$ cat src/hdl/ois_defs.svh
// constants of the octal input serializer: timing, register map, field positions
`ifndef OIS_DEFS_SVH
`define OIS_DEFS_SVH
// ***********************************
// clock and timing
// ***********************************
`define CLK_PERIOD_NS 25
`define DB_LONG_US    3000
`define DB_SHORT_US   1000
`define SUP_FALL_US   1000
`define SUP_RISE_US   6000
// least time, rounded up to whole cycles
`define US_TO_CYC(us) (((us) * 1000 + `CLK_PERIOD_NS - 1) / `CLK_PERIOD_NS)
`define CH_COUNT      8
`define CNT_WIDTH     18
// ***********************************
// register map (byte addresses)
// ***********************************
`define REG_STATUS    4'h0
`define REG_MASK      4'h4
`define REG_SNAPSHOT  4'h8
`define REG_CONTROL   4'hc
// event bits of status and mask
`define EV_SUP        0
`define EV_OKLOW      1
`define EV_SHDN       2
`define EV_RSV        3
`define EV_W          4
// snapshot fields
`define SNAP_FILT     0
`define SNAP_SHREG    8
`define SNAP_OK       16
`define SNAP_SHDN     17
`define SNAP_SEL      18
// control fields
`define CTL_OVR       0
`define CTL_SEL       1
`define CTL_W         3
`endif

$ cat src/hdl/ois_pkg.sv
// types of the octal input serializer
package ois_pkg;
   // supply monitor states
   typedef enum logic [1:0] {SUP_OK, SUP_FALLING, SUP_FAULT, SUP_RECOVER} sup_state_t;
   // debounce select {high pin, low pin}; 1 = open
   typedef enum logic [1:0] {DB_RESERVED, DB_BYPASS, DB_SHORT, DB_LONG} db_mode_t;
endpackage

$ cat src/hdl/octal_input_serializer_health.sv
// octal field input serializer with debounce, shift register and health output
// Functional notes
// - accept level only after stable whole interval
// - select pins choose 3 ms, 1 ms, bypass
// - eight-stage shift register drives serial output
// - capture low: stages copy filtered inputs
// - capture high: no parallel capture
// - clock rise, enable low: shift, take cascade
// - enable high: no shift; capture low still loads the stages
// - supply below 15 V: health low after 1 ms
// - supply recovered: health low further 6 ms
// - below 10 V stops; health high 6 ms later
// - over-temperature fault forces health low
// - second trip point tri-states serial and health outputs
// - health is AND of both fault-free signals
// - tri-stated health line reads low
`timescale 1ns/1ps
`include "ois_defs.svh"

module octal_input_serializer_health #(
   parameter int NCH           = `CH_COUNT,
   parameter int CW            = `CNT_WIDTH,
   parameter int AW            = 4,
   parameter bit FIRST_CH_HIGH = 1'b1,
   parameter int DB_LONG_CYC   = `US_TO_CYC(`DB_LONG_US),
   parameter int DB_SHORT_CYC  = `US_TO_CYC(`DB_SHORT_US),
   parameter int SUP_FALL_CYC  = `US_TO_CYC(`SUP_FALL_US),
   parameter int SUP_RISE_CYC  = `US_TO_CYC(`SUP_RISE_US)
) (
   // clock and reset
   input  wire logic           clk_i,
   input  wire logic           rst_i,
   // wishbone slave
   input  wire logic           wb_cyc_i,
   input  wire logic           wb_stb_i,
   input  wire logic           wb_we_i,
   input  wire logic [AW-1:0]  wb_adr_i,
   input  wire logic [31:0]    wb_dat_i,
   input  wire logic [3:0]     wb_sel_i,
   output logic      [31:0]    wb_dat_o,
   output logic                wb_ack_o,
   output logic                irq_o,
   // field side
   input  wire logic [NCH-1:0] field_channel_inputs_i,
   input  wire logic           debounce_select_low_i,
   input  wire logic           debounce_select_high_i,
   // monitors: supply below 15 V, below 10 V, temperature trips
   input  wire logic           supply_low_i,
   input  wire logic           supply_dead_i,
   input  wire logic           over_temp_n_i,
   input  wire logic           thermal_shutdown_i,
   // serial link from the controller
   input  wire logic           parallel_capture_n_i,
   input  wire logic           clock_enable_n_i,
   input  wire logic           shift_clock_i,
   input  wire logic           cascade_serial_in_i,
   output logic                serial_data_out_o,
   output logic                serial_data_out_oe_o,
   // health line
   output logic                chip_health_ok_o,
   output logic                chip_health_ok_oe_o
);
   import ois_pkg::*;

   // ***********************************
   // state
   // ***********************************
   typedef struct packed {
      logic [NCH-1:0]         fld_s1, fld_s2;         // raw field inputs, two stages
      logic [1:0]             sel_s1, sel_s2;         // debounce select {high, low}
      logic                   sck_s1, sck_s2, sck_d;  // link clock, two stages and previous level
      logic                   ce_s1, ce_s2;           // clock enable, active low
      logic                   cap_s1, cap_s2;         // capture, active low
      logic                   sip_s1, sip_s2;         // cascade input
      logic                   low_s1, low_s2;         // supply below 15 V
      logic                   dead_s1, dead_s2;       // supply below 10 V
      logic                   otn_s1, otn_s2;         // over-temperature, active low
      logic                   shd_s1, shd_s2;         // thermal shutdown
      logic [NCH-1:0]         filt;     // debounced channel states
      logic [NCH-1:0][CW-1:0] db_cnt;   // per-channel stability counters
      logic [NCH-1:0]         shreg;    // shift register
      sup_state_t             sup;      // supply monitor state
      logic [CW-1:0]          sup_cnt;  // supply monitor timer
      logic [`EV_W-1:0]       status;   // sticky events
      logic [`EV_W-1:0]       mask;     // interrupt enables
      logic [`CTL_W-1:0]      ctl;      // select override
      logic                   ack;
      logic [31:0]            dat;
      logic                   irq;
      logic                   sop;
      logic                   sop_oe;
      logic                   ok;
      logic                   ok_oe;
   } state_t;

   state_t           r_reg;      // registered state
   state_t           r_next;     // next state
   db_mode_t         mode;       // active debounce mode
   logic [CW-1:0]    limit;      // last count of the interval
   logic [NCH-1:0]   load_word;  // filtered states in stage order
   logic             shift_now;  // qualified link clock rise
   logic             sup_ok;     // supply fault-free, active high
   logic             req;        // bus request present
   logic [`EV_W-1:0] ev;         // events this cycle
   logic [`EV_W-1:0] clr;        // write-one-to-clear bits

   // ***********************************
   // next-state logic
   // ***********************************
   always_comb begin
      r_next = r_reg;
      // two-flop synchronisers; only stage 2 is read by logic
      {r_next.fld_s1, r_next.sel_s1} = {field_channel_inputs_i, debounce_select_high_i, debounce_select_low_i};
      {r_next.fld_s2, r_next.sel_s2} = {r_reg.fld_s1, r_reg.sel_s1};
      {r_next.sck_s1, r_next.ce_s1, r_next.cap_s1, r_next.sip_s1} =
         {shift_clock_i, clock_enable_n_i, parallel_capture_n_i, cascade_serial_in_i};
      {r_next.sck_s2, r_next.ce_s2, r_next.cap_s2, r_next.sip_s2} =
         {r_reg.sck_s1, r_reg.ce_s1, r_reg.cap_s1, r_reg.sip_s1};
      {r_next.low_s1, r_next.dead_s1, r_next.otn_s1, r_next.shd_s1} =
         {supply_low_i, supply_dead_i, over_temp_n_i, thermal_shutdown_i};
      {r_next.low_s2, r_next.dead_s2, r_next.otn_s2, r_next.shd_s2} =
         {r_reg.low_s1, r_reg.dead_s1, r_reg.otn_s1, r_reg.shd_s1};
      r_next.sck_d = r_reg.sck_s2;
      // software override of the select pins, else the pins
      if (r_reg.ctl[`CTL_OVR]) begin
         mode = db_mode_t'(r_reg.ctl[`CTL_SEL +: 2]);
      end else begin
         mode = db_mode_t'(r_reg.sel_s2);
      end
      // reserved code falls back to the longest filter, the safe side
      if (mode == DB_SHORT) begin
         limit = CW'(DB_SHORT_CYC - 1);
      end else begin
         limit = CW'(DB_LONG_CYC - 1);
      end

      // per-channel debounce: a differing level must persist the interval
      for (int i = 0; i < NCH; i++) begin
         if (mode == DB_BYPASS) begin
            r_next.filt[i]   = r_reg.fld_s2[i];
            r_next.db_cnt[i] = '0;
         end else if (r_reg.fld_s2[i] == r_reg.filt[i]) begin
            r_next.db_cnt[i] = '0;
         end else if (r_reg.db_cnt[i] >= limit) begin
            r_next.filt[i]   = r_reg.fld_s2[i];
            r_next.db_cnt[i] = '0;
         end else begin
            r_next.db_cnt[i] = r_reg.db_cnt[i] + 1'b1;
         end
      end

      // stage order: top stage leaves first
      for (int i = 0; i < NCH; i++) begin
         load_word[i] = FIRST_CH_HIGH ? r_reg.filt[i] : r_reg.filt[NCH-1-i];
      end

      // shift register; a dead supply freezes it
      shift_now = r_reg.sck_s2 & ~r_reg.sck_d & r_reg.cap_s2 & ~r_reg.ce_s2 & ~r_reg.dead_s2;
      if (!r_reg.dead_s2) begin
         if (!r_reg.cap_s2) begin
            r_next.shreg = load_word;
         end else if (shift_now) begin
            r_next.shreg = {r_reg.shreg[NCH-2:0], r_reg.sip_s2};
         end
         // otherwise hold: no capture, no shift
      end

      // supply monitor
      unique case (r_reg.sup)
         SUP_OK: begin
            if (r_reg.dead_s2) begin
               r_next.sup = SUP_FAULT;
            end else if (r_reg.low_s2) begin
               r_next.sup     = SUP_FALLING;
               r_next.sup_cnt = '0;
            end
         end
         SUP_FALLING: begin
            if (r_reg.dead_s2) begin
               r_next.sup = SUP_FAULT;
            end else if (!r_reg.low_s2) begin
               r_next.sup = SUP_OK; // dip shorter than the delay
            end else if (r_reg.sup_cnt >= CW'(SUP_FALL_CYC - 1)) begin
               r_next.sup = SUP_FAULT;
            end else begin
               r_next.sup_cnt = r_reg.sup_cnt + 1'b1;
            end
         end
         SUP_FAULT: begin
            if (!r_reg.low_s2 && !r_reg.dead_s2) begin
               r_next.sup     = SUP_RECOVER;
               r_next.sup_cnt = '0;
            end
         end
         SUP_RECOVER: begin
            if (r_reg.low_s2 || r_reg.dead_s2) begin
               r_next.sup = SUP_FAULT; // restart the wait
            end else if (r_reg.sup_cnt >= CW'(SUP_RISE_CYC - 1)) begin
               r_next.sup = SUP_OK;
            end else begin
               r_next.sup_cnt = r_reg.sup_cnt + 1'b1;
            end
         end
      endcase
      sup_ok = (r_reg.sup == SUP_OK) || (r_reg.sup == SUP_FALLING);

      // health and pin drivers; shutdown releases the pins
      r_next.ok     = r_reg.otn_s2 & sup_ok & ~r_reg.shd_s2;
      r_next.ok_oe  = ~r_reg.shd_s2;
      r_next.sop_oe = ~r_reg.shd_s2;
      r_next.sop    = r_next.shreg[NCH-1];
      // events
      ev            = '0;
      ev[`EV_SUP]   = (r_reg.sup != SUP_FAULT) && (r_next.sup == SUP_FAULT);
      ev[`EV_OKLOW] = r_reg.ok & ~r_next.ok;
      ev[`EV_SHDN]  = r_reg.ok_oe & ~r_next.ok_oe;
      ev[`EV_RSV]   = (mode == DB_RESERVED);
      // bus slave: ack one cycle after the request, write on the ack edge
      req         = wb_cyc_i & wb_stb_i;
      r_next.ack  = req & ~r_reg.ack;
      r_next.dat  = '0;
      clr         = '0;
      if (req && !r_reg.ack) begin
         unique case (wb_adr_i)
            `REG_STATUS:   r_next.dat[`EV_W-1:0] = r_reg.status;
            `REG_MASK:     r_next.dat[`EV_W-1:0] = r_reg.mask;
            `REG_SNAPSHOT: begin
               r_next.dat[`SNAP_FILT +: NCH]  = r_reg.filt;
               r_next.dat[`SNAP_SHREG +: NCH] = r_reg.shreg;
               r_next.dat[`SNAP_OK]           = r_reg.ok;
               r_next.dat[`SNAP_SHDN]         = ~r_reg.ok_oe;
               r_next.dat[`SNAP_SEL +: 2]     = mode;
            end
            `REG_CONTROL:  r_next.dat[`CTL_W-1:0] = r_reg.ctl;
            default:       r_next.dat = '0; // unmapped reads zero
         endcase
      end
      if (req && r_reg.ack && wb_we_i && wb_sel_i[0]) begin
         unique case (wb_adr_i)
            `REG_STATUS:  clr = wb_dat_i[`EV_W-1:0];
            `REG_MASK:    r_next.mask = wb_dat_i[`EV_W-1:0];
            `REG_CONTROL: r_next.ctl = wb_dat_i[`CTL_W-1:0];
            default:      clr = '0; // unmapped writes ignored
         endcase
      end
      // a fresh event beats a simultaneous clear
      r_next.status = (r_reg.status & ~clr) | ev;
      r_next.irq    = |(r_next.status & r_next.mask);
   end

   // ***********************************
   // state register
   // ***********************************
   always_ff @(posedge clk_i) begin
      if (rst_i) begin
         r_reg <= '0;
         {r_reg.sel_s1, r_reg.sel_s2} <= '1; // selects idle open: no false reserved event
      end else begin
         r_reg <= r_next;
      end
   end

   // outputs straight from the state register
   assign wb_dat_o             = r_reg.dat;
   assign wb_ack_o             = r_reg.ack;
   assign irq_o                = r_reg.irq;
   assign serial_data_out_o    = r_reg.sop;
   assign serial_data_out_oe_o = r_reg.sop_oe;
   assign chip_health_ok_o     = r_reg.ok;
   assign chip_health_ok_oe_o  = r_reg.ok_oe;
endmodule // octal_input_serializer_health

$ cat config.mk
export PLATFORM = sky130hd
export DESIGN_NAME = octal_input_serializer_health
export DESIGN_NICKNAME = d
export VERILOG_FILES = /design/src/hdl/ois_pkg.sv /design/src/hdl/octal_input_serializer_health.sv
export VERILOG_INCLUDE_DIRS = /design/src /design/src/hdl
export SDC_FILE = /design/constraint.sdc
export NUM_CORES = 1
export LEC_CHECK = 0
export BUFFER_PORTS_ARGS = -buffer_cell sky130_fd_sc_hd__buf_2
export CAP_MARGIN = 10
export CORE_AREA = 8 8 109 211
export CTS_BUF_LIST = sky130_fd_sc_hd__clkbuf_8
export DETAILED_ROUTE_END_ITERATION = 7
export DIE_AREA = 0 0 117 219
export PLACE_DENSITY = 0.87
export SLEW_MARGIN = 25
export SYNTH_ARGS = -nofsm -noshare
export SYNTH_HDL_FRONTEND = slang
export SYNTH_SLANG_ARGS = --single-unit
$ cat constraint.sdc
create_clock -name clk_i -period 3.4 [get_ports clk_i]
set_input_delay 0.68 -clock clk_i [delete_from_list [all_inputs] [get_ports clk_i]]
set_output_delay 0.68 -clock clk_i [all_outputs]
set_load 0.01 [all_outputs]
==> results.toml, run 1 <==
[timing]
drv_slew = 0
finalSetupViolCount = 0
hold_viol = 0
fin_crit_sh_pct = 91.6
relSlewSlack_pct = 39.9
finClkSkew_ns = 0.0194
layout_setup_ws_ns = 0.284
tns_ns = 0
worst_pin_slew_ns = 0.879
fmax_ghz = 0.321
rsz0062_at_grt = "no"
period_minus_slack_ns = 3.12

[worst_setup_path]
crit_required_ns = 3.83
start_kind = "flip-flop"
worstSetupPathType = "reg2reg"
r2r-start = "r_reg[38]"
worst-path-max-fanout = 20
path_delay_family = "simple AND/OR/NAND/NOR gates"
cpMostUsedCell = "nor2_1"
cpPeakStageDelay_ns = 0.61
cp-startpoint = "r_reg[38]"
critPathSlowestCell = "or3_1"
cp_cell_sequence = "nor2b_1 -> a22oi_1 -> inv_4 -> ha_1 -> a21oi_1 -> nor2_1 -> or4_1 -> or3_1 -> nor2_1"
cp.arrival_ns = 3.55
worstSetupEndpointType = "flip-flop"
worst-path-buf-inv = 1

[yosys]
ys_types = 58
synth_edf_count = 0
synth_cells = 1220
synthArstFlopShare_pct = 0
synth_ff_type = "dfxtp_1"
yosys_warnings = 0
avgSynthCellArea_um2 = 9.01
ys_ff_latch = 252
synth_sequential_area_ratio_pct = 45.9
syn_area_um2 = 11000

[routing]
drc = 0
via_per_inst = 5.42
antenna_left = 0
dr.pass1.iters = 8
drt_wl_total_mm = 21.8
drt_iter0_drc = 482
vias = 8422
wl_per_cell_um = 14.1

[grt]
grt_pass1_wl_mm = 36.8
antenna_found_initial = 0
grt_use_met1_pct = 19.4
use_met3_pct = 3.19
first_global_vias = 8452
grt.total_usage_pct = 17.1
grt-busiest-layer = "met2"
grt_max_degree = 77
grt_util_met2_pct = 30.2
grt_overflow = 0

[min_path]
hp-start = "debounce_select_low_i"
hp-class = "in2reg"

[finish]
antenna_cells = 0
largest_reg_flops = 201
n_fill_cell = 1681
register_area_um2 = 5040
postLayoutCellArea_um2 = 12000
drive_gt1_share_pct = 11.0
final_nets = 1368
synthToLayoutAreaGrowth_pct = 9.46
fin_util_pct = 59.6
multi_input_area_um2 = 5490

[placement]
io_buffers = 57
place_ws_ns = 0.216
dpl.hpwl_mm = 15.1
place_area_um2 = 11300
gp_congestion = 0.862

[run]
max_cap_violations = 0

[clock_network]
cts.path.max_buffers = 3
cts.sinks = 252
clock_latency_ns = 0.52
cts_buffers = 35
cts_tree = "yes"
cts_max_level = 2
clockRootBuffer = "clkbuf_8"
postCtsSetupBuffers = 0
cts.clk_slew.worst_paths_ns = 0.06

[die]
die_h_um = 219
coreArea_um2 = 20200
pin_count = 101
die_area_um2 = 25600
die_x_um = 117
start_util_pct = 54.5
fp-row-count = 74

[pwr]
ir_drop_v = 0.000493
leakage_nw = 4.47
power.density_nw_per_um2 = 453
power_mw = 5.46

[run_status]
run_status = "completed"
[cells in the final DEF (no fill, tap or decap), types with 4 or more instances in the layout]
cell	count
and3_1	27
ha_1	41
a31oi_1	4
xor2_1	82
or3_1	14
mux2i_1	20
or2_2	10
nor2_1	199
clkbuf_8	45
dfxtp_1	252
nor2b_1	42
or4_1	18
nor4_1	16
and2_1	20
and4_1	8
nor3_1	17
o21ai_0	25
buf_4	9
xnor2_1	48
nand2_1	81
nand3_1	59
a211o_1	4
nand4_1	26
a211oi_1	9
a21oi_1	39
o31ai_1	7
conb_1	12
inv_1	36
buf_2	57
clkinv_2	7
[synthesized netlist by cell type (5+ instances only)]
master,number,area share [%]
nor2b_1,42,2.4
dfxtp_1,252,46
nor4_1,16,0.91
xnor2_1,48,3.8
xor2_1,82,6.5
mux2i_1,20,1.8
or4_1,18,1.2
buf_2,7,0.32
a2111oi_0,5,0.40
buf_4,33,2.3
ha_1,41,4.7
nor3_1,17,0.77
or3_1,16,0.91
clkbuf_1,28,0.96
or2_2,10,0.57
o31ai_1,7,0.48
nand3_1,59,2.7
nor2_1,199,6.8
o21ai_0,25,1.1
and3_1,27,1.5
and2_1,20,1.1
and4_1,8,0.64
a21oi_1,40,1.8
nand4_1,26,1.5
nand2_1,81,2.8
a211oi_1,9,0.61
inv_1,30,1.0
[worst register-to-register path, stage by stage, from the launching register on]
cell and delay, ns:
dfxtp_1 0.52, nor2b_1 0.23, a22oi_1 0.16, inv_4 0.28, ha_1 0.33, a21oi_1 0.16, nor2_1 0.06, or4_1 0.46
or3_1 0.61, nor2_1 0.22
[power by group]
part           total [mW]  switching (mW)  leakage [nW]  internal, mW
Sequential           3.01          0.0248          2.04          2.99
Clock                2.27            1.07         0.393          1.20
Combinational       0.174           0.108          2.04        0.0661
[layer usage]
layer  vias to the layer above  wire length [µm]
met5                         -                 0
met4                         0               556
met3                        51              1230
met2                       202             10800
met1                      3943              9210
li1                       4226                 -
[final timing paths]
check                              endpoint  slack, ns  cells after the start
worst min register to register   r_reg[247]       0.41                      1
worst max register to register   r_reg[103]       0.28                      9
worst max-delay path             r_reg[103]       0.28                      9
worst min-delay path            r_next[246]       0.36                      2
[cells by family (layout without fill, tap and decap cells)]
family,after synthesis,in the layout,share of synthesized area (%)
compound gates,124,124,7.41
xor+xnor,130,130,10.4
fa+ha+maj,41,41,4.67
buf+inv,100,157,4.69
flops,252,252,45.9
mux,24,24,2.54
other cells,1,12,0.0341
simple gates,548,548,24.4
[final cells by class]
type                    count  area share, %
multi-input cells         879           45.6
flip-flops and latches    252           41.9
clock buffers              45           5.15
repair buffers             66           2.93
well taps                 266           2.77
inverters                  30          0.956
clock inverters            16          0.645
[through the flow]
step	cells	hold WS [ns]
finish	1554	0.362
global placement	1493	0.397
CTS	1554	0.334
global route	1554	0.341
floorplan	1231	0.389
detailed placement	1493	0.396
[timing repair]
item,in CTS,in global routing
gates resized for setup,0,6
setup endpoints to repair,0,56
hold buffers,0,0
(Power assumes the default switching activity.)
==> run 2: changes to the inputs <==
MAX_ROUTING_LAYER = met4   (was not set)
==> run 2 against run 1 <==
Net effect: design area unchanged; combinational power barely moved; utilization is the same; critical path depth stayed put; clock-buffer cell count unchanged; flip-flop and latch count did not move; hold slack worse by 0.0037 ns; clock power is essentially flat; die area unchanged; critical endpoint unchanged; largest power group unchanged; highest routed layer unchanged.
==> results.toml, run 2 (synthesized netlist as in run 1, its figures left out) <==
[timing]
fin_worst_hold_slack_ns = 0.358
period_minus_slack_ns = 3.10
worst_pin_slew_ns = 0.944
fmax_ghz = 0.323
rsz0062_at_grt = "no"
hold_viol = 0
layout_setup_ws_ns = 0.303
drv_slew = 0
finClkSkew_ns = 0.0189
fin_crit_sh_pct = 91.1
relSlewSlack_pct = 35.5
tns_ns = 0
finalSetupViolCount = 0

[clock_network]
clockRootBuffer = "clkbuf_8"
cts.path.max_buffers = 3
clock_latency_ns = 0.52
cts_tree = "yes"
cts_buffers = 35
cts.sinks = 252
ctsHoldBuffers = 0
postCtsSetupBuffers = 0
cts_max_level = 2
cts.clk_slew.worst_paths_ns = 0.06

[worst_setup_path]
r2r-end = "r_reg[103]"
cp.arrival_ns = 3.53
reg2reg_depth = 9
worstSetupEndpointType = "flip-flop"
worstSetupPathType = "reg2reg"
r2r-start = "r_reg[38]"
worst-path-max-fanout = 20
r2r_setup_slack_ns = 0.30
start_kind = "flip-flop"
crit_required_ns = 3.83

[die]
die_h_um = 219
fp-row-count = 74
coreArea_um2 = 20200
pin_count = 101
die_x_um = 117
die_area_um2 = 25600
start_util_pct = 54.5

[routing]
antenna_left = 0
drc = 0
vias = 8421
drt_iter0_drc = 477
via_per_inst = 5.42
dr.pass1.iters = 8
wl_per_cell_um = 14.1
drt_wl_total_mm = 21.9

[grt]
grt_max_degree = 77
grt_overflow = 0
grt-busiest-layer = "met2"
grt_use_met1_pct = 19.5
first_global_vias = 8441
use_met3_pct = 3.11
antenna_found_initial = 0
grt_util_met2_pct = 30.3
grt.total_usage_pct = 17.5
grt_pass1_wl_mm = 36.8

[placement]
gp_congestion = 0.875
place_area_um2 = 11300
place_ws_ns = 0.216
dpl.hpwl_mm = 15.1
io_buffers = 57

[finish]
synthToLayoutAreaGrowth_pct = 9.46
largest_reg_flops = 201
postLayoutCellArea_um2 = 12000
layout_commonest_cell = "dfxtp_1"
final_cell_mix = "252 x dfxtp_1, 199 x nor2_1, 82 x xor2_1, 81 x nand2_1, 59 x nand3_1"
n_fill_cell = 1681
drive_gt1_share_pct = 11.0
final_nets = 1368
fin_util_pct = 59.6
antenna_cells = 0

[pwr]
pwr-share-clk_pct = 41.6
swShare_pct = 22.2
power.density_nw_per_um2 = 453
ir_drop_v = 0.000492
p_sw_mw = 1.21
p_int_mw = 4.25
seqPwrFrac_pct = 55.2
power_frac_comb_pct = 3.2
leakage_nw = 4.47

[min_path]
hp-start = "debounce_select_low_i"
hp-class = "in2reg"
hold_depth = 2
whs_endpoint = "r_next[246]"

[run]
max_cap_violations = 0

[run_status]
run_status = "completed"
[run 2: cell counts in the layout (fill, tap and decap cells not counted)]
No cell type changed its count.
[run 2: area by class of cell]
cell class                      count  area, µm²  area share [%]
Inverter                           30        115           0.956
Clock inverter                     16       77.6           0.645
Timing Repair Buffer               66        353            2.93
Clock buffer                       45        619            5.15
Tap cell                          266        333            2.77
Multi-Input combinational cell    879       5490            45.6
Sequential cell                   252       5040            41.9
[run 2: per-layer routing]
metal,wire [µm],vias up
met3,1260,63
met4,602,0
met1,9180,3917
li1,-,4224
met5,0,-
met2,10800,217
[run 2: metrics by stage]
step | total power, mW | instances
after floorplan | 3.20 | 1231
after global placement | 3.24 | 1493
after detailed placement | 3.25 | 1493
after CTS | 5.51 | 1554
after global routing | 5.67 | 1554
final | 5.46 | 1554
[run 2: critical path: stages, from the launching register on]
cell	delay (ns)
dfxtp_1	0.41
nor2b_1	0.19
a22oi_1	0.33
inv_4	0.21
ha_1	0.37
a21oi_1	0.16
nor2_1	0.06
or4_1	0.45
or3_1	0.60
nor2_1	0.21
[run 2: worst max path at each step]
stage	slack, ns	cells after the start	from	end
final	0.30	9	r_reg[38]	r_reg[103]
after global routing	0.14	9	r_reg[38]	r_reg[94]
after CTS	0.20	9	r_reg[38]	r_reg[94]
after detailed placement	0.22	9	r_reg[38]	r_reg[94]
after global placement	0.30	9	r_reg[38]	r_reg[94]
after floorplan	0.16	12	r_reg[38]	r_reg[151]
[run 2: timing repair]
item / in CTS / in global routing
endpoints found under the setup margin: 0 / 52
resized for setup: 0 / 6
hold endpoints to repair: 0 / 0
[run 2: power groups by stage]
stage                     clock network, mW  logic, mW  registers (mW)
after floorplan                           0      0.132            3.07
after global placement                    0      0.165            3.07
after detailed placement                  0      0.171            3.08
after CTS                              2.33      0.173            3.01
after global routing                   2.46      0.194            3.01
final                                  2.27      0.175            3.01
==> run 3: changes to the inputs <==
CORE_AREA = 2 2 103 205   (was 8 8 109 211)
CTS_CLUSTER_SIZE = 20   (was not set)
DIE_AREA = 0 0 105 207   (was 0 0 117 219)
==> run 3 against run 2 <==
Net effect: combinational power about the same; global-route usage up 3.0 points; sequential share of layout area shrank 0.44 points; critical path depth unchanged; die area is 15% lower; power rose by 6.6%; routed wire length up 0.38%; register-to-register slack lost 0.17 ns; worst setup slack worse by 0.17 ns; final cell count up 0.26%; critical path type unchanged; largest cell class unchanged.
==> results.toml, run 3 (synthesized netlist as in run 1, its figures left out) <==
[worst_setup_path]
worstSetupPathType = "reg2reg"
cpPeakStageDelay_ns = 0.60
crit_required_ns = 3.83
worst-path-max-fanout = 20
critPathSlowestCell = "or3_1"
cp_cell_sequence = "nor2b_1 -> a22oi_1 -> inv_2 -> ha_1 -> a21oi_1 -> nor2_1 -> or4_1 -> or3_1 -> nor3_1"
r2r-start = "r_reg[38]"
r2r-end = "r_reg[94]"
worstSetupEndpointType = "flip-flop"
cp.arrival_ns = 3.70
r2r_setup_slack_ns = 0.13
reg2reg_depth = 9
start_kind = "flip-flop"

[finish]
fin_util_pct = 60.3
drive_gt1_share_pct = 11.8
final_nets = 1370
final_cell_mix = "252 x dfxtp_1, 199 x nor2_1, 82 x xor2_1, 81 x nand2_1, 58 x nand3_1"
synthToLayoutAreaGrowth_pct = 10.6
final_cells = 1558
antenna_cells = 0
largest_reg_flops = 201
layout_commonest_cell = "dfxtp_1"

[clock_network]
postCtsSetupBuffers = 0
cts_max_level = 2
cts_tree = "yes"
cts.clk_slew.worst_paths_ns = 0.06
cts.path.max_buffers = 3
clock_latency_ns = 0.52
cts_buffers = 37
clockRootBuffer = "clkbuf_8"
cts.sinks = 252

[run]
max_cap_violations = 0

[timing]
finalSetupViolCount = 0
hold_viol = 0
finClkSkew_ns = 0.0141
layout_setup_ws_ns = 0.134
fmax_ghz = 0.306
worst_pin_slew_ns = 0.879
rsz0062_at_grt = "yes"
fin_crit_sh_pct = 96.1
tns_ns = 0
relSlewSlack_pct = 39.9
drv_slew = 0
period_minus_slack_ns = 3.27

[die]
fp-row-count = 74
pin_count = 101
die_x_um = 105
start_util_pct = 54.5
die_area_um2 = 21700
coreArea_um2 = 20200
die_h_um = 207

[placement]
place_ws_ns = 0.168
io_buffers = 57
dp_cells = 1493
gp_congestion = 0.893
dpl.hpwl_mm = 14.7

[grt]
antenna_found_initial = 0
grt.total_usage_pct = 20.6
grt_pass1_wl_mm = 37.5
first_global_vias = 8411
grt_overflow = 0
grt_max_degree = 77

[min_path]
hp-class = "in2reg"
whs_endpoint = "r_next[246]"
hold_depth = 2
hp-start = "debounce_select_low_i"

[routing]
via_per_inst = 5.45
drt_iter0_drc = 482
wl_per_cell_um = 14.1
dr.pass1.iters = 5
drt_wl_total_mm = 21.9
vias = 8487
antenna_left = 0
drc = 0

[pwr]
leakage_nw = 4.52
ir_drop_v = 0.000337
power_mw = 5.82
power.density_nw_per_um2 = 478

[run_status]
run_status = "completed"
## run 3: power by group
part / internal [mW] / leakage, nW / switching (mW)
sequential: 2.99 / 2.04 / 0.0265
clock: 1.49 / 0.438 / 1.13
combinational: 0.0669 / 2.04 / 0.110
total: 4.55 / 4.52 / 1.27
## run 3: through the flow
| stage | hold slack (ns) | instance area, µm² |
|---|---|---|
| 5_1_grt | 0.341 | 12200 |
| 6_report | 0.345 | 12200 |
| 3_5_place_dp | 0.400 | 11300 |
| 3_3_place_gp | 0.418 | 11300 |
| 4_1_cts | 0.327 | 12100 |
| 2_1_floorplan | 0.389 | 11000 |
## run 3: metal layers
layer,share of wire [%],up-vias,global-route usage [%]
met1,43,4003,24.3
met3,4.8,38,2.93
met4,2.0,0,6.67
met2,51,211,35.7
li1,-,4235,-
met5,0,-,-
## run 3: critical path, delay by kind of cell (launching register included)
kind	cells	cell delay, ns
AOI/OAI and AO/OA	2	0.30
adders and majority gates	1	0.35
DFF	1	0.50
buffers and inverters	1	0.41
and+or+nand+nor	5	1.63
## run 3: cell type report
cell class              instances  area, µm²
multi-input cells             879       5510
inverters                      30        113
clock inverters                21        209
well taps                     266        333
flip-flops and latches        252       5040
fillers                      1634       8020
repair buffers                 66        353
clock buffers                  44        606
## run 3: worst max-delay path by stage
stage,startpoint,endpoint,slack (ns),cells after the start
after global placement,r_reg[38],r_reg[94],0.29,9
after detailed placement,r_reg[38],r_reg[94],0.17,9
final,r_reg[38],r_reg[94],0.13,9
after global routing,r_reg[38],r_reg[94],-0.09,9
after floorplan,r_reg[38],r_reg[151],0.16,12
after CTS,r_reg[38],r_reg[94],0.14,9
## run 3: what timing repair did
item	4_1_cts	5_1_grt
gates resized for setup	0	5
hold buffers	0	0
endpoints found under the setup margin	0	61
